$ cat config.mk
export PLATFORM = sky130hd
export DESIGN_NAME = qulp_top
export DESIGN_NICKNAME = d
export VERILOG_FILES = /design/src/qulp_pkg.sv /design/src/qulp_chan.sv /design/src/qulp_top.sv
export SDC_FILE = /design/constraint.sdc
export NUM_CORES = 1
export LEC_CHECK = 0
export BUFFER_PORTS_ARGS = -buffer_cell sky130_fd_sc_hd__buf_2
export CORE_ASPECT_RATIO = 2
export CORE_MARGIN = 4
export CORE_UTILIZATION = 45
export CTS_BUF_LIST = sky130_fd_sc_hd__clkbuf_2 sky130_fd_sc_hd__clkbuf_4 sky130_fd_sc_hd__clkbuf_8
export DETAILED_ROUTE_END_ITERATION = 7
export GPL_TIMING_DRIVEN = 0
export HOLD_SLACK_MARGIN = 0.05
export PLACE_DENSITY = 0.68
export SLEW_MARGIN = 15
export SYNTH_ARGS = -nofsm -noshare
export SYNTH_HDL_FRONTEND = slang
export SYNTH_SLANG_ARGS = --single-unit
$ cat constraint.sdc
create_clock -name pclk -period 2.7 [get_ports pclk]
set_input_delay 0.54 -clock pclk [delete_from_list [all_inputs] [get_ports pclk]]
set_output_delay 0.54 -clock pclk [all_outputs]
set_load 0.005 [all_outputs]
$ cat src/qulp_pkg.sv
package qulp_pkg;

    // ************************************************
    // register map, byte addresses
    // ************************************************
    localparam logic [4:0] OFF_TXD = 5'h00;
    localparam logic [4:0] OFF_MCR = 5'h04;
    localparam logic [4:0] OFF_EFR = 5'h08;
    localparam logic [4:0] OFF_IER = 5'h0C;
    localparam logic [4:0] OFF_MSR = 5'h10;
    localparam logic [7:0] OFF_STAT = 8'h80;
    localparam logic [7:0] OFF_CLR = 8'h84;
    localparam logic [7:0] OFF_EN = 8'h88;
    localparam logic [7:0] OFF_MODE = 8'h8C;

    // ************************************************
    // field positions
    // ************************************************
    localparam int MCR_DTR = 0;
    localparam int MCR_RTS = 1;
    localparam int MCR_IRQ = 3;
    localparam int MCR_IR = 6;
    localparam int EFR_ARTS = 6;
    localparam int EFR_ACTS = 7;
    localparam int IER_CTS = 7;

    // ************************************************
    // reset values and counts
    // ************************************************
    localparam logic [7:0] MCR_RST = 8'h00;
    localparam logic [7:0] EFR_RST = 8'h00;
    localparam logic [7:0] IER_RST = 8'h00;
    localparam int BIT_CYC_DEF = 16;
    localparam int FRAME_BITS = 10;

    typedef struct packed {
        logic [7:0] irq_enable_reg;
        logic [7:0] enhanced_feature_reg;
        logic [7:0] modem_control_reg;
    } qulp_ctl_t;

    typedef enum logic [1:0] {
        TX_IDLE = 2'b01,
        TX_SEND = 2'b10
    } qulp_tx_st_t;

endpackage

$ cat src/qulp_chan.sv
`timescale 1ns/100ps
module qulp_chan #(
    parameter int BIT_CYC = qulp_pkg::BIT_CYC_DEF
) (
    input wire logic pclk,
    input wire logic presetn,
    input wire logic [7:0] tx_byte,
    input wire logic tx_load,
    input wire logic ir_mode,
    input wire logic auto_cts,
    input wire logic cts_n_s,
    output logic pend,
    output logic busy,
    output logic done,
    output logic tx_out
);
    // pulse is 3/16 of a bit, never below one cycle
    localparam int IR_CYC = (BIT_CYC * 3) / 16 < 1 ? 1 : (BIT_CYC * 3) / 16;

    qulp_pkg::qulp_tx_st_t st_r, st_nxt;
    logic [9:0] shift_r;
    logic [15:0] cyc_r;
    logic [3:0] bit_r;
    logic [7:0] hold_r;
    logic pend_r, line_r, done_r;

    // ************************************************
    // transmit control
    // ************************************************
    // hold between characters
    wire hold_off = auto_cts & cts_n_s;
    wire start = (st_r == qulp_pkg::TX_IDLE) & pend_r & ~hold_off;
    wire accept = tx_load & (~pend_r | start);
    wire bit_end = cyc_r == 16'(BIT_CYC - 1);
    wire last = (st_r == qulp_pkg::TX_SEND) & bit_end &
        (bit_r == 4'(qulp_pkg::FRAME_BITS - 1));
    wire ir_hi = ~shift_r[0] & (cyc_r < 16'(IR_CYC));
    wire line_nxt = (st_r == qulp_pkg::TX_SEND) ?
        (ir_mode ? ir_hi : shift_r[0]) : ~ir_mode;

    always_comb begin
        st_nxt = st_r;
        case (st_r)
            qulp_pkg::TX_IDLE: begin
                if (start) begin
                    st_nxt = qulp_pkg::TX_SEND;
                end
            end
            qulp_pkg::TX_SEND: begin
                if (last) begin
                    st_nxt = qulp_pkg::TX_IDLE;
                end
            end
            default: st_nxt = qulp_pkg::TX_IDLE;
        endcase
    end

    always_ff @(posedge pclk or negedge presetn) begin
        if (!presetn) begin
            st_r <= qulp_pkg::TX_IDLE;
            shift_r <= '1;
            cyc_r <= '0;
            bit_r <= '0;
            hold_r <= '0;
            pend_r <= 1'b0;
            line_r <= 1'b1;
            done_r <= 1'b0;
        end else begin
            st_r <= st_nxt;
            shift_r <= start ? {1'b1, hold_r, 1'b0} :
                (bit_end ? {1'b1, shift_r[9:1]} : shift_r);
            cyc_r <= (start | bit_end) ? '0 : cyc_r + 16'h0001;
            bit_r <= start ? '0 : (bit_end ? bit_r + 4'h1 : bit_r);
            hold_r <= accept ? tx_byte : hold_r;
            pend_r <= accept | (pend_r & ~start);
            line_r <= line_nxt;
            done_r <= last;
        end
    end

    assign pend = pend_r;
    assign busy = st_r == qulp_pkg::TX_SEND;
    assign done = done_r;
    assign tx_out = line_r;
endmodule // qulp_chan

$ cat src/qulp_top.sv
`timescale 1ns/100ps
// Functional notes
// - strobe mode, select high: all channel irq pins driven always
// - strobe mode, select low: irq pin enabled only while control bit 3 set
// - standard mode: transmit line high in reset and idle
// - control bit 6 routes lines through infrared encoder/decoder
// - infrared mode: low is the idle, no-data level
// - clear-to-send is input or auto gate; its irq gated by enable bit 7
// - request-to-send is general output unless auto flow uses it
// - terminal-ready output driven by software as general output
// - set-ready input is readable only, no effect on transfer
// - strobe mode, select low, bit 3 zero: irq pins high impedance
// - strap high picks strobe bus mode, low read/write-select
module qulp_top #(
    parameter int NCH = 4,
    parameter int BIT_CYC = qulp_pkg::BIT_CYC_DEF
) (
    input wire logic pclk,
    input wire logic presetn,
    input wire logic psel,
    input wire logic penable,
    input wire logic pwrite,
    input wire logic [7:0] paddr,
    input wire logic [31:0] pwdata,
    output logic [31:0] prdata,
    output logic pready,
    output logic pslverr,
    output logic irq,
    input wire logic bus_mode_sel,
    input wire logic irq_output_select,
    input wire logic [NCH-1:0] chan_serial_in,
    output logic [NCH-1:0] chan_serial_out,
    input wire logic [NCH-1:0] chan_clear_send_n,
    output logic [NCH-1:0] chan_request_send_n,
    input wire logic [NCH-1:0] chan_set_ready_n,
    output logic [NCH-1:0] chan_terminal_ready_n,
    input wire logic [NCH-1:0] chan_rx_stop,
    output logic [NCH-1:0] chan_irq_out,
    output logic [NCH-1:0] chan_irq_oe
);
    localparam int SW = 3 * NCH + 2;
    localparam int EW = 2 * NCH;
    localparam logic [SW-1:0] SYNC_RST = {1'b1, 1'b0, {(3 * NCH){1'b1}}};

    // ************************************************
    // pin synchronisers
    // ************************************************
    logic [SW-1:0] s1_r, s2_r;
    logic [NCH-1:0] cts_d_r;
    wire [SW-1:0] s_in = {bus_mode_sel, irq_output_select,
        chan_serial_in, chan_set_ready_n, chan_clear_send_n};

    always_ff @(posedge pclk or negedge presetn) begin
        if (!presetn) begin
            s1_r <= SYNC_RST;
            s2_r <= SYNC_RST;
            cts_d_r <= '1;
        end else begin
            s1_r <= s_in;
            s2_r <= s1_r;
            cts_d_r <= s2_r[NCH-1:0];
        end
    end

    wire mode_s = s2_r[SW-1];
    wire sel_s = s2_r[SW-2];
    wire [NCH-1:0] rx_s = s2_r[3*NCH-1:2*NCH];
    wire [NCH-1:0] dsr_s = s2_r[2*NCH-1:NCH];
    wire [NCH-1:0] cts_s = s2_r[NCH-1:0];

    // ************************************************
    // apb decode
    // ************************************************
    wire apb_set = psel & ~penable;
    wire apb_wr = psel & penable & pwrite;
    wire [1:0] ch_a = paddr[6:5];
    wire [4:0] reg_a = paddr[4:0];
    wire ch_ok = !paddr[7] && (int'(ch_a) < NCH);
    wire hit_txd = ch_ok && reg_a == qulp_pkg::OFF_TXD;
    wire hit_mcr = ch_ok && reg_a == qulp_pkg::OFF_MCR;
    wire hit_efr = ch_ok && reg_a == qulp_pkg::OFF_EFR;
    wire hit_ier = ch_ok && reg_a == qulp_pkg::OFF_IER;
    wire hit_msr = ch_ok && reg_a == qulp_pkg::OFF_MSR;
    wire hit_stat = paddr == qulp_pkg::OFF_STAT;
    wire hit_clr = paddr == qulp_pkg::OFF_CLR;
    wire hit_en = paddr == qulp_pkg::OFF_EN;
    wire hit_mode = paddr == qulp_pkg::OFF_MODE;
    wire hit = hit_txd | hit_mcr | hit_efr | hit_ier | hit_msr |
        hit_stat | hit_clr | hit_en | hit_mode;

    // zero wait states; read data captured in the setup cycle
    assign pready = 1'b1;
    assign pslverr = psel & penable & ~hit;

    // ************************************************
    // registers
    // ************************************************
    qulp_pkg::qulp_ctl_t ctl_r [NCH];
    qulp_pkg::qulp_ctl_t ctl_nxt [NCH];
    logic [EW-1:0] stat_r, en_r, ev;
    logic [31:0] prdata_r, rd_nxt;
    logic [NCH-1:0] tx_load, pend, busy, done, tx_line, rx_line;
    logic [NCH-1:0] mcr0_v, mcr1_v, mcr3_v, efr6_v, chan_irq;
    logic [NCH-1:0] rts_nxt, dtr_nxt, iout_nxt, ioe_nxt;
    logic [NCH-1:0] rts_r, dtr_r, iout_r, ioe_r;
    logic irq_r;

    // set wins over a clear in the same cycle
    wire [EW-1:0] clr_v = (apb_wr && hit_clr) ? pwdata[EW-1:0] : '0;
    wire [EW-1:0] stat_nxt = (stat_r & ~clr_v) | ev;
    wire [EW-1:0] en_nxt = (apb_wr && hit_en) ? pwdata[EW-1:0] : en_r;
    wire irq_any = |(stat_r & en_r);

    always_comb begin
        for (int c = 0; c < NCH; c++) begin
            ctl_nxt[c] = ctl_r[c];
            if (apb_wr && int'(ch_a) == c) begin
                if (hit_mcr) begin
                    ctl_nxt[c].modem_control_reg = pwdata[7:0];
                end else if (hit_efr) begin
                    ctl_nxt[c].enhanced_feature_reg = pwdata[7:0];
                end else if (hit_ier) begin
                    ctl_nxt[c].irq_enable_reg = pwdata[7:0];
                end
            end
        end
    end

    always_comb begin
        rd_nxt = '0;
        if (hit_mcr) begin
            rd_nxt[7:0] = ctl_r[ch_a].modem_control_reg;
        end else if (hit_efr) begin
            rd_nxt[7:0] = ctl_r[ch_a].enhanced_feature_reg;
        end else if (hit_ier) begin
            rd_nxt[7:0] = ctl_r[ch_a].irq_enable_reg;
        end else if (hit_msr) begin
            rd_nxt[4:0] = {busy[ch_a], pend[ch_a], rx_line[ch_a],
                ~dsr_s[ch_a], ~cts_s[ch_a]};
        end else if (hit_stat) begin
            rd_nxt[EW-1:0] = stat_r;
        end else if (hit_en) begin
            rd_nxt[EW-1:0] = en_r;
        end else if (hit_mode) begin
            rd_nxt[1:0] = {sel_s, mode_s};
        end
    end

    always_ff @(posedge pclk or negedge presetn) begin
        if (!presetn) begin
            for (int c = 0; c < NCH; c++) begin
                ctl_r[c] <= {qulp_pkg::IER_RST, qulp_pkg::EFR_RST,
                    qulp_pkg::MCR_RST};
            end
            stat_r <= '0;
            en_r <= '0;
            prdata_r <= '0;
        end else begin
            ctl_r <= ctl_nxt;
            stat_r <= stat_nxt;
            en_r <= en_nxt;
            prdata_r <= apb_set ? rd_nxt : prdata_r;
        end
    end

    assign prdata = prdata_r;

    // ************************************************
    // channels
    // ************************************************
    for (genvar c = 0; c < NCH; c++) begin : g_ch
        assign tx_load[c] = apb_wr && hit_txd && int'(ch_a) == c;
        assign mcr0_v[c] = ctl_r[c].modem_control_reg[qulp_pkg::MCR_DTR];
        assign mcr1_v[c] = ctl_r[c].modem_control_reg[qulp_pkg::MCR_RTS];
        assign mcr3_v[c] = ctl_r[c].modem_control_reg[qulp_pkg::MCR_IRQ];
        assign efr6_v[c] = ctl_r[c].enhanced_feature_reg[qulp_pkg::EFR_ARTS];

        qulp_chan #(.BIT_CYC(BIT_CYC)) u_chan (
            .pclk(pclk),
            .presetn(presetn),
            .tx_byte(pwdata[7:0]),
            .tx_load(tx_load[c]),
            .ir_mode(ctl_r[c].modem_control_reg[qulp_pkg::MCR_IR]),
            .auto_cts(ctl_r[c].enhanced_feature_reg[qulp_pkg::EFR_ACTS]),
            .cts_n_s(cts_s[c]),
            .pend(pend[c]),
            .busy(busy[c]),
            .done(done[c]),
            .tx_out(tx_line[c])
        );

        // infrared receive: high pulse marks a zero
        assign rx_line[c] = ctl_r[c].modem_control_reg[qulp_pkg::MCR_IR] ?
            ~rx_s[c] : rx_s[c];

        // clear-to-send change irq gated by enable bit
        assign ev[2*c] = done[c];
        assign ev[2*c+1] = ctl_r[c].irq_enable_reg[qulp_pkg::IER_CTS] &
            (cts_s[c] ^ cts_d_r[c]);
        assign chan_irq[c] = |(stat_r[2*c+:2] & en_r[2*c+:2]);

        assign rts_nxt[c] = ~(mcr1_v[c] & ~(efr6_v[c] & chan_rx_stop[c]));
        assign dtr_nxt[c] = ~mcr0_v[c];
        assign iout_nxt[c] = mode_s & chan_irq[c];
        assign ioe_nxt[c] = mode_s ? (sel_s | mcr3_v[c]) :
            (c == 0 ? irq_any : 1'b1);
    end

    // ************************************************
    // pin registers
    // ************************************************
    always_ff @(posedge pclk or negedge presetn) begin
        if (!presetn) begin
            rts_r <= '1;
            dtr_r <= '1;
            iout_r <= '0;
            ioe_r <= '0;
            irq_r <= 1'b0;
        end else begin
            rts_r <= rts_nxt;
            dtr_r <= dtr_nxt;
            iout_r <= iout_nxt;
            ioe_r <= ioe_nxt;
            irq_r <= irq_any;
        end
    end

    assign chan_serial_out = tx_line;
    assign chan_request_send_n = rts_r;
    assign chan_terminal_ready_n = dtr_r;
    assign chan_irq_out = iout_r;
    assign chan_irq_oe = ioe_r;
    assign irq = irq_r;
endmodule // qulp_top

# Yosys cells after proc, flatten, opt, wreduce, memory -nomap -nowiden
# Index checks and enable logic that the tools add are counted.
# totals
romBits	0
regBits	341
inputBits	63
latch_bits	0
ramBits	0
word_cells	350
memories	0
out_inout_bits	55
# op_classes
n_bitwise	131
div_mod_pow	0
n_reduce_logical	44
muxes	71
eq_ne	35
mul	0
magnitude_cmp	6
n_addsub	8
n_shift	0
# op_table
op	count
10-bit two-way mux	8
16-bit by 1-bit adder with 16-bit output, second input constant	4
16-bit by 4-bit == test with 1-bit output, second input constant	4
16-bit by 2-bit < comparator with 1-bit output, second input constant	4
16-bit two-way mux	4
1-bit bitwise AND	52
24-bit binary-select mux with 2-bit select	1
24-bit two-way mux	2
1-bit NOT	42
8-bit two-way mux	5
8-bit == test, second input constant	4
4-bit two-way mux	8
1-bit OR	24
1-bit two-way mux	21
2-bit two-way mux	10
4-bit by 1-bit adder with 4-bit output, second input constant	4
8-bit bitwise AND	2
4-bit == test, second input constant	4
1-bit logical AND	16
2-bit case mux with 2 select lines	4
2-bit AND reduction	8
4-bit AND reduction	4
2-bit == test, second input constant	6
3-bit AND reduction	4
other kinds (23)	50

# Depth between registers and ports, before layout
# Gate-level depths: netlist (run 1).
# logic_depth
ltp_word	12
mapped_depth	7
mapped_depth_nobuf	5

# By module
# Synthesis (run 1) repeated with hierarchy kept, for this count alone.
# hier_totals
cells_unflattened	1257
hier_area_um2	15199.6
# modules_own_cells
mod	cells_each	instances	area_each_um2	seq_area_each_um2
qulp_top	521	1	7637.3	4276.6
qulp_chan (g_ch[0].u_chan ...)	184	3	1888.1	1064.8
qulp_chan (g_ch[3].u_chan)	184	1	1898.1	1064.8

# Worst setup path before layout (run 1)
# Ideal clock, no wire load.
# synth_path
path_kind	input to output
from	in paddr[5]
to	out pslverr
required_ns	2.160
slack_ns	0.480
path_stages	5
n_path_buf	2
t_arrival_ns	1.680
path_cell_list	buf_6 -> or4b_4 -> buf_6 -> or2_1 -> o2111a_1
# synth_via
elab_chain_len	7
word_cells_on_any_way	10
cone_classes	eq/ne: 4; bitwise: 6
# synth_rtl
element	line_no	text
start, declared	qulp_top.sv:23	input wire logic [7:0] paddr,
8-bit == test	qulp_top.sv:84	wire hit_stat = paddr == qulp_pkg::OFF_STAT;
1-bit OR	qulp_top.sv:88	wire hit = hit_txd | hit_mcr | hit_efr | hit_ier | hit_msr |
1-bit OR (2 in a row)	qulp_top.sv:89	hit_stat | hit_clr | hit_en | hit_mode;
1-bit OR *	qulp_top.sv:89	
1-bit NOT *	qulp_top.sv:93	assign pslverr = psel & penable & ~hit;
1-bit bitwise AND *	qulp_top.sv:93	
end, declared	qulp_top.sv:27	output logic pslverr,
# Every way passes the cells marked *; elsewhere a longest branch is shown, timed or not.

# Worst setup path after layout (run 1)
# layout_path
from	in paddr[4]
to	out pslverr
# layout_via
elab_chain_len	12
word_cells_on_any_way	24
cone_classes	eq/ne: 8; bitwise: 10; reduce/logical: 6
# layout_rtl
element	line_no
5-bit by 3-bit == test with 1-bit output or 5-bit logical NOT (tied branches)	qulp_top.sv:80, qulp_top.sv:79
1-bit logical AND, on equally long branches	qulp_top.sv:80, qulp_top.sv:79
1-bit OR (5 in a row)	qulp_top.sv:88
1-bit OR (2 in a row)	qulp_top.sv:89
1-bit OR *	qulp_top.sv:89
1-bit NOT *	qulp_top.sv:93
1-bit bitwise AND *	qulp_top.sv:93
# Marks and branches as above.

==> results of run 1 <==
[cells by family after synthesis]
kind of cell             share of synthesized area
buffers and inverters                      0.03603
XOR/XNOR                                   0.02943
AO/OA/AOI/OAI                              0.06224
multiplexers                                0.1674
adder cells (fa/ha/maj)                   0.009893
AND/OR/NAND/NOR                             0.1322
other                                    0.0004948
flip-flops                                  0.5624
[state kept, by name (all words and copies together) (netlist names), 14 cells and up]
name and count:
g_ch.u_chan.bit_r 16, ctl_r 96, g_ch.u_chan.cyc_r 64, s1_r 14, g_ch.u_chan.hold_r 32, g_ch.u_chan.shift_r 36
s2_r 14
[path summary, 6_finish.rpt]
| kind | end | depth (start not counted) |
|---|---|---|
| max reg2reg | g_ch[3].u_chan.cyc_r[9]$_DFF_PN0_ | 7 |
| max in group asynchronous | g_ch[3].u_chan.shift_r[4]$_DFFE_PN1N_ | 4 |
| min in group asynchronous | g_ch[2].u_chan.cyc_r[7]$_DFF_PN0_ | 2 |
| max | pslverr | 6 |
| min reg2reg | s2_r[13]$_DFF_PN1_ | 0 |
| min | chan_request_send_n[2]$_DFF_PN1_ | 3 |
[cell type report]
| cell class | count | area [µm²] | share of cell area |
|---|---|---|---|
| Antenna cell | 1 | 2.502 | 0.0001436 |
| Timing Repair Buffer | 83 | 570.5 | 0.03274 |
| Sequential cell | 337 | 8536 | 0.4898 |
| Tap cell | 432 | 540.5 | 0.03102 |
| Buffer | 88 | 475.5 | 0.02728 |
| Clock inverter | 14 | 130.1 | 0.007467 |
| Multi-Input combinational cell | 821 | 6181 | 0.3547 |
| Inverter | 19 | 71.32 | 0.004092 |
| Clock buffer | 75 | 919.6 | 0.05277 |
[cell usage in the layout (no fill, tap or decap), types with 10 or more instances in the layout]
cell type and n:
mux2i_1 46, a21oi_1 39, dfrtp_1 255, mux2_2 127, nand4_1 24, inv_1 19, buf_2 74, o21ai_0 58
buf_4 32, xnor2_1 12, clkbuf_8 57, nand3_1 34, ha_1 12, dlygate4sd3_1 15, nand2b_1 10, nor2b_1 15
dfstp_2 82, xor2_1 39, mux4_2 23, and3_1 18, clkbuf_1 42, nor2_1 79, or3_1 28, a22oi_1 12
conb_1 25, nand2_1 90, clkbuf_4 18, nor4_1 13
[worst reg2reg max path: cells and delay by family, from the launching register on]
family	cells	cell delay, ps
DFF	1	400
and+or+nand+nor	4	1010
adders and majority gates	1	240
buffers and inverters	2	500
[per-layer routing]
metal / global-route usage / vias to the layer above / wire (µm)
li1: - / 4699 / -
met1: 0.2231 / 5225 / 13220
met2: 0.3892 / 294 / 20790
met3: 0.03647 / 127 / 1734
met4: 0.1230 / 2 / 2441
met5: 0 / - / 13
[stage by stage]
stage               setup slack (ps)  hold slack, ps  cells  power, W
floorplan                      480.1           244.4   1265  0.007299
global placement               -5100           345.8   1761  0.007846
detailed placement            -78.44           346.8   1764  0.007955
CTS                            129.3           104.1   1868   0.01235
global route                   114.2           129.1   1870   0.01286
finish                         177.6           147.1   1870   0.01220
[what timing repair did]
action / 4_1_cts / 5_1_grt
hold endpoints to repair: 48 / 0
setup buffers: 0 / 1
endpoints found under the setup margin: 0 / 9
hold buffers: 15 / 0
[power breakdown]
part | leakage, nW | internal (W) | total [W] | switching (W)
sequential | 4.32 | 0.00563 | 0.00608 | 0.000451
combinational | 3.28 | 0.000773 | 0.00180 | 0.00103
clock | 0.561 | 0.00238 | 0.00432 | 0.00194
total | 8.16 | 0.00878 | 0.0122 | 0.00342
==> qor.yml, run 1 <==
path_clk_slew_ps: 60
drive_gt1_frac: 0.3222
slowest_stage: "or4b_4"
grt_overflow_total: 0
hold_violations: 0
synthDistinctLibCells: 60
drv_cap: 0
port_buffers: 64
grt_pass1_wl_um: 59800
cts_tree: "built"
utilization: 0.5254
fmax_ghz: 0.3964
cts_buffer_depth: 3
crit_required_ps: 2160
hp-start: "chan_rx_stop[2]"
die-width_um: 137.9
async_flop_share: 1.000
synthTopCellsByCount: "dfrtp_1 (255), mux2_2 (127), nand2_1 (90), dfstp_2 (82), nor2_1 (79)"
track_usage: 0.2122
synth_top_area_frac: 0.4204
crit_top_cell: "buf_2"
rsz0062_at_grt: "false"
netlist_area_um2: 15180
powerDensity_nw_per_um2: 699.9
postPlaceCellArea_um2: 16220
cp-startpoint: "paddr[4]"
cp_cell_sequence: "buf_2 > or4b_4 > buf_6 > or2_1 > o2111a_1 > buf_2"
hold_path.class: "primary input to flip-flop"
netlist_instances: 1242
cp-start-kind: "primary input"
final_nets: 1473
r2r_setup_slack_ps: 420
num_vias: 10347
yosysSeqAreaShare: 0.5624
period_share: 0.9342
cts_root_buffer: "clkbuf_8"
coreArea_um2: 33170
cts_inserted_buffers: 48
clk_latency_ps: 590
gp_congestion: 0.9861
maxSlewHeadroom: 0.4950
status: "finished clean"
timing.rr.start: "g_ch[3].u_chan.cyc_r[0]$_DFF_PN0_"
path_delay_family: "simple AND/OR/NAND/NOR gates"
period_minus_slack_ps: 2522
grt_pass1_vias: 10837
post_drt_wl_per_cell_um: 20.43
arrival_ps: 1980
area_growth_pct: 14.82
grt_max_degree: 108
critical_path_class: "primary input to output port"
die_area_um2: 36910
vdd_drop_max_uv: 536.4
dp_hpwl_um: 27660
drt_wl_total_um: 38200
yosysWarningCount: 0
antenna_found_initial: 3
start_util: 0.4576
ant_nets: 0
rows: 94
cp_max_fo: 6
clock_sinks: 337
dr.pass1.iters: 7
drc: 0
die_height_um: 267.7
slew_violations: 0
tightestPinTransition_ps: 757.5
synth_edf_count: 0
pin_count: 118
cts_resized: 0
setup_tns_ps: 0
n_fill_cell: 2922
fin_area_um2: 17430
cts_max_level: 2
finalSetupViolations: 0
vias_per_cell: 5.533
critPathBufInv: 3
ys_seq_elements: 337
synthFlopType: "dfrtp_1"
synth_most_common_cell: "dfrtp_1"
postSynthAreaPerCell_um2: 12.22
drt_iter0_drc: 507
cp-end-kind: "output port"
leakage_nw: 8.160
cpPeakStageDelay_ps: 540
yosysTopAreaCell: "dfrtp_1"
skew_ps: 31.23
synth_area_leaders: "dfrtp_1 (42%), dfstp_2 (14%), mux2_2 (9.4%)"
Note: power is estimated with default switching activity, not from simulation.
==> run 2: changes to the inputs <==
--- a/config.mk
+++ b/config.mk
@@ -8,12 +8,13 @@
 export BUFFER_PORTS_ARGS = -buffer_cell sky130_fd_sc_hd__buf_2
 export CORE_ASPECT_RATIO = 2
 export CORE_MARGIN = 4
-export CORE_UTILIZATION = 45
+export CORE_UTILIZATION = 30
 export CTS_BUF_LIST = sky130_fd_sc_hd__clkbuf_2 sky130_fd_sc_hd__clkbuf_4 sky130_fd_sc_hd__clkbuf_8
 export DETAILED_ROUTE_END_ITERATION = 7
 export GPL_TIMING_DRIVEN = 0
 export HOLD_SLACK_MARGIN = 0.05
-export PLACE_DENSITY = 0.68
+export PLACE_DENSITY = 0.51
+export RECOVER_POWER = 50
 export SLEW_MARGIN = 15
 export SYNTH_ARGS = -nofsm -noshare
 export SYNTH_HDL_FRONTEND = slang
==> run 2 against run 1 <==
  * Critical endpoint unchanged
  * Power rose by 0.39%
  * Sequential cell count did not move
  * Clock power rose by 2%
  * Clock-buffer cell count rose by 3
  * Global-route usage fell by 5.9 points
==> qor.yml, run 2 (synthesis results as in run 1) <==
arrival_ps: 1950
hold_violations: 0
cp_cell_sequence: "clkbuf_1 > or4b_1 > buf_6 > or2_1 > o2111a_1 > buf_2"
cpPeakStageDelay_ps: 530
timing.rr.start: "g_ch[0].u_chan.cyc_r[11]$_DFF_PN0_"
cts_root_buffer: "clkbuf_8"
grt_max_degree: 98
skew_ps: 24.45
cp_max_fo: 7
postPlaceCellArea_um2: 16490
cts_buffer_depth: 3
cts_tree: "built"
rsz0062_at_grt: "false"
area_growth_pct: 16.01
utilization: 0.3516
dr.pass1.iters: 5
hold_path_end: "chan_request_send_n[0]$_DFF_PN1_"
holdWs_ps: 136.4
drv_cap: 0
die_height_um: 326.1
n_fill_cell: 5001
worstRegToRegCells: 4
r2r_setup_slack_ps: 350
hold_path.class: "primary input to flip-flop"
final_nets: 1473
track_usage: 0.1535
reg_top3: "ctl_r: 96 flops, g_ch.u_chan.cyc_r: 64 flops, g_ch.u_chan.shift_r: 36 flops"
fin_area_um2: 17610
maxSlewHeadroom: 0.2865
whs_path_depth: 3
layout.cells.non_filler: 2089
cp-end-kind: "output port"
dp.cells: 1981
powerDensity_nw_per_um2: 695.5
layout_commonest_cell: "dfrtp_1"
leakage_nw: 8.046
cts_inserted_buffers: 48
vias_per_cell: 4.885
clock_sinks: 337
tightestPinTransition_ps: 1067
period_share: 0.9216
path_clk_slew_ps: 70
cp-start-kind: "primary input"
num_vias: 10204
grt_pass1_vias: 11084
combPwrFrac: 0.145
die_area_um2: 54470
seqPwrFrac: 0.497
slowest_stage: "or4b_1"
dp_hpwl_um: 30290
grt_overflow_total: 0
drt_iter0_drc: 496
rr_endpoint: "g_ch[0].u_chan.st_r[1]$_DFFE_PN0P_"
coreArea_um2: 50070
critical_path_class: "primary input to output port"
crit_required_ps: 2160
drt_wl_total_um: 41350
grt_pass1_wl_um: 65180
die-width_um: 167.0
gp_congestion: 0.9230
pin_count: 118
layout_common_cells: "dfrtp_1 (255), mux2_2 (127), nand2_1 (91)"
drive_gt1_frac: 0.2997
period_minus_slack_ps: 2488
post_drt_wl_per_cell_um: 19.79
finalSetupViolations: 0
port_buffers: 64
switching_share: 0.2817
cts_resized: 0
hp-start: "chan_rx_stop[0]"
ant_nets: 0
antenna_found_initial: 3
p_clk_frac: 0.358
slew_violations: 0
largest_register_ffs: 96
start_util: 0.3031
rows: 116
drc: 0
vdd_drop_max_uv: 439.8
clk_latency_ps: 600
p_switching_w: 0.003450
status: "finished clean"
cts_max_level: 2
fmax_ghz: 0.4019
top_register: "ctl_r"
p_int_w: 0.008795
==> run 2: changes by cell type in the layout (fill, tap and decap cells not counted), moves of 4 or more <==
| cell | change |
|---|---|
| mux2_1 | +6 |
| dfstp_1 | +6 |
| clkbuf_4 | +4 |
| clkbuf_1 | +17 |
| mux2_4 | -6 |
| buf_2 | -17 |
| dfstp_2 | -6 |
==> run 2: worst max-delay path by stage <==
stage | from | cells past startpoint | slack (ps) | end
2_1_floorplan | paddr[5] | 5 | 480 | pslverr
3_3_place_gp | presetn | 1 | -5510 | g_ch[2].u_chan.cyc_r[11]$_DFF_PN0_
3_5_place_dp | paddr[5] | 6 | -210 | prdata[3]$_DFFE_PN0P_
4_1_cts | g_ch[2].u_chan.cyc_r[0]$_DFF_PN0_ | 7 | 130 | g_ch[2].u_chan.cyc_r[8]$_DFF_PN0_
5_1_grt | g_ch[0].u_chan.cyc_r[11]$_DFF_PN0_ | 5 | 80 | g_ch[0].u_chan.cyc_r[6]$_DFF_PN0_
6_report | paddr[6] | 6 | 210 | pslverr
==> run 2: per-layer routing <==
| metal | GRT usage | wire, µm | up-vias |
|---|---|---|---|
| met1 | 0.1547 | 14340 | 5117 |
| met3 | 0.02441 | 1587 | 125 |
| met2 | 0.2885 | 22350 | 245 |
| met4 | 0.09756 | 3059 | 2 |
| met5 | 0 | 13 | - |
| li1 | - | - | 4715 |
==> run 2: power by group through the flow <==
stage / Combinational [W] / Sequential, W / Clock, W
global placement: 0.00174 / 0.00616 / 0
global route: 0.00206 / 0.00615 / 0.00478
finish: 0.00178 / 0.00608 / 0.00439
floorplan: 0.00127 / 0.00603 / 0
CTS: 0.00183 / 0.00609 / 0.00458
detailed placement: 0.00180 / 0.00617 / 0
==> run 2: metrics by stage <==
step           TNS (ps)  worst slack [ps]  power (W)
2_1_floorplan         0             480.1   0.007299
3_3_place_gp   -1654200             -5508   0.007897
3_5_place_dp      -3019            -213.2   0.007968
4_1_cts               0             126.1    0.01249
5_1_grt               0             79.83    0.01299
6_report              0             211.7    0.01224
==> run 2: worst max-delay path, delay by kind of cell <==
family | cells | cell delay [ps]
buffers and inverters | 3 | 460
and+or+nand+nor | 2 | 800
AOI/OAI and AO/OA | 1 | 150
==> run 2: area by class of cell <==
| type | count | area [µm²] | area share |
|---|---|---|---|
| sequential | 337 | 8536 | 0.4848 |
| antenna | 2 | 5.005 | 0.0002843 |
| clock buffer | 78 | 942.2 | 0.05351 |
| inverter | 19 | 71.32 | 0.004051 |
| timing repair buffer | 83 | 530.5 | 0.03013 |
| multi-input combinational | 821 | 6121 | 0.3476 |
| tap | 649 | 812.0 | 0.04612 |
| buffer | 88 | 474.2 | 0.02693 |
| clock inverter | 12 | 115.1 | 0.006538 |
==> run 2: timing repair <==
action,4_1_cts,5_1_grt
setup buffers,0,1
endpoints found under the hold margin,75,0
hold buffers,15,0
setup endpoints to repair,0,10
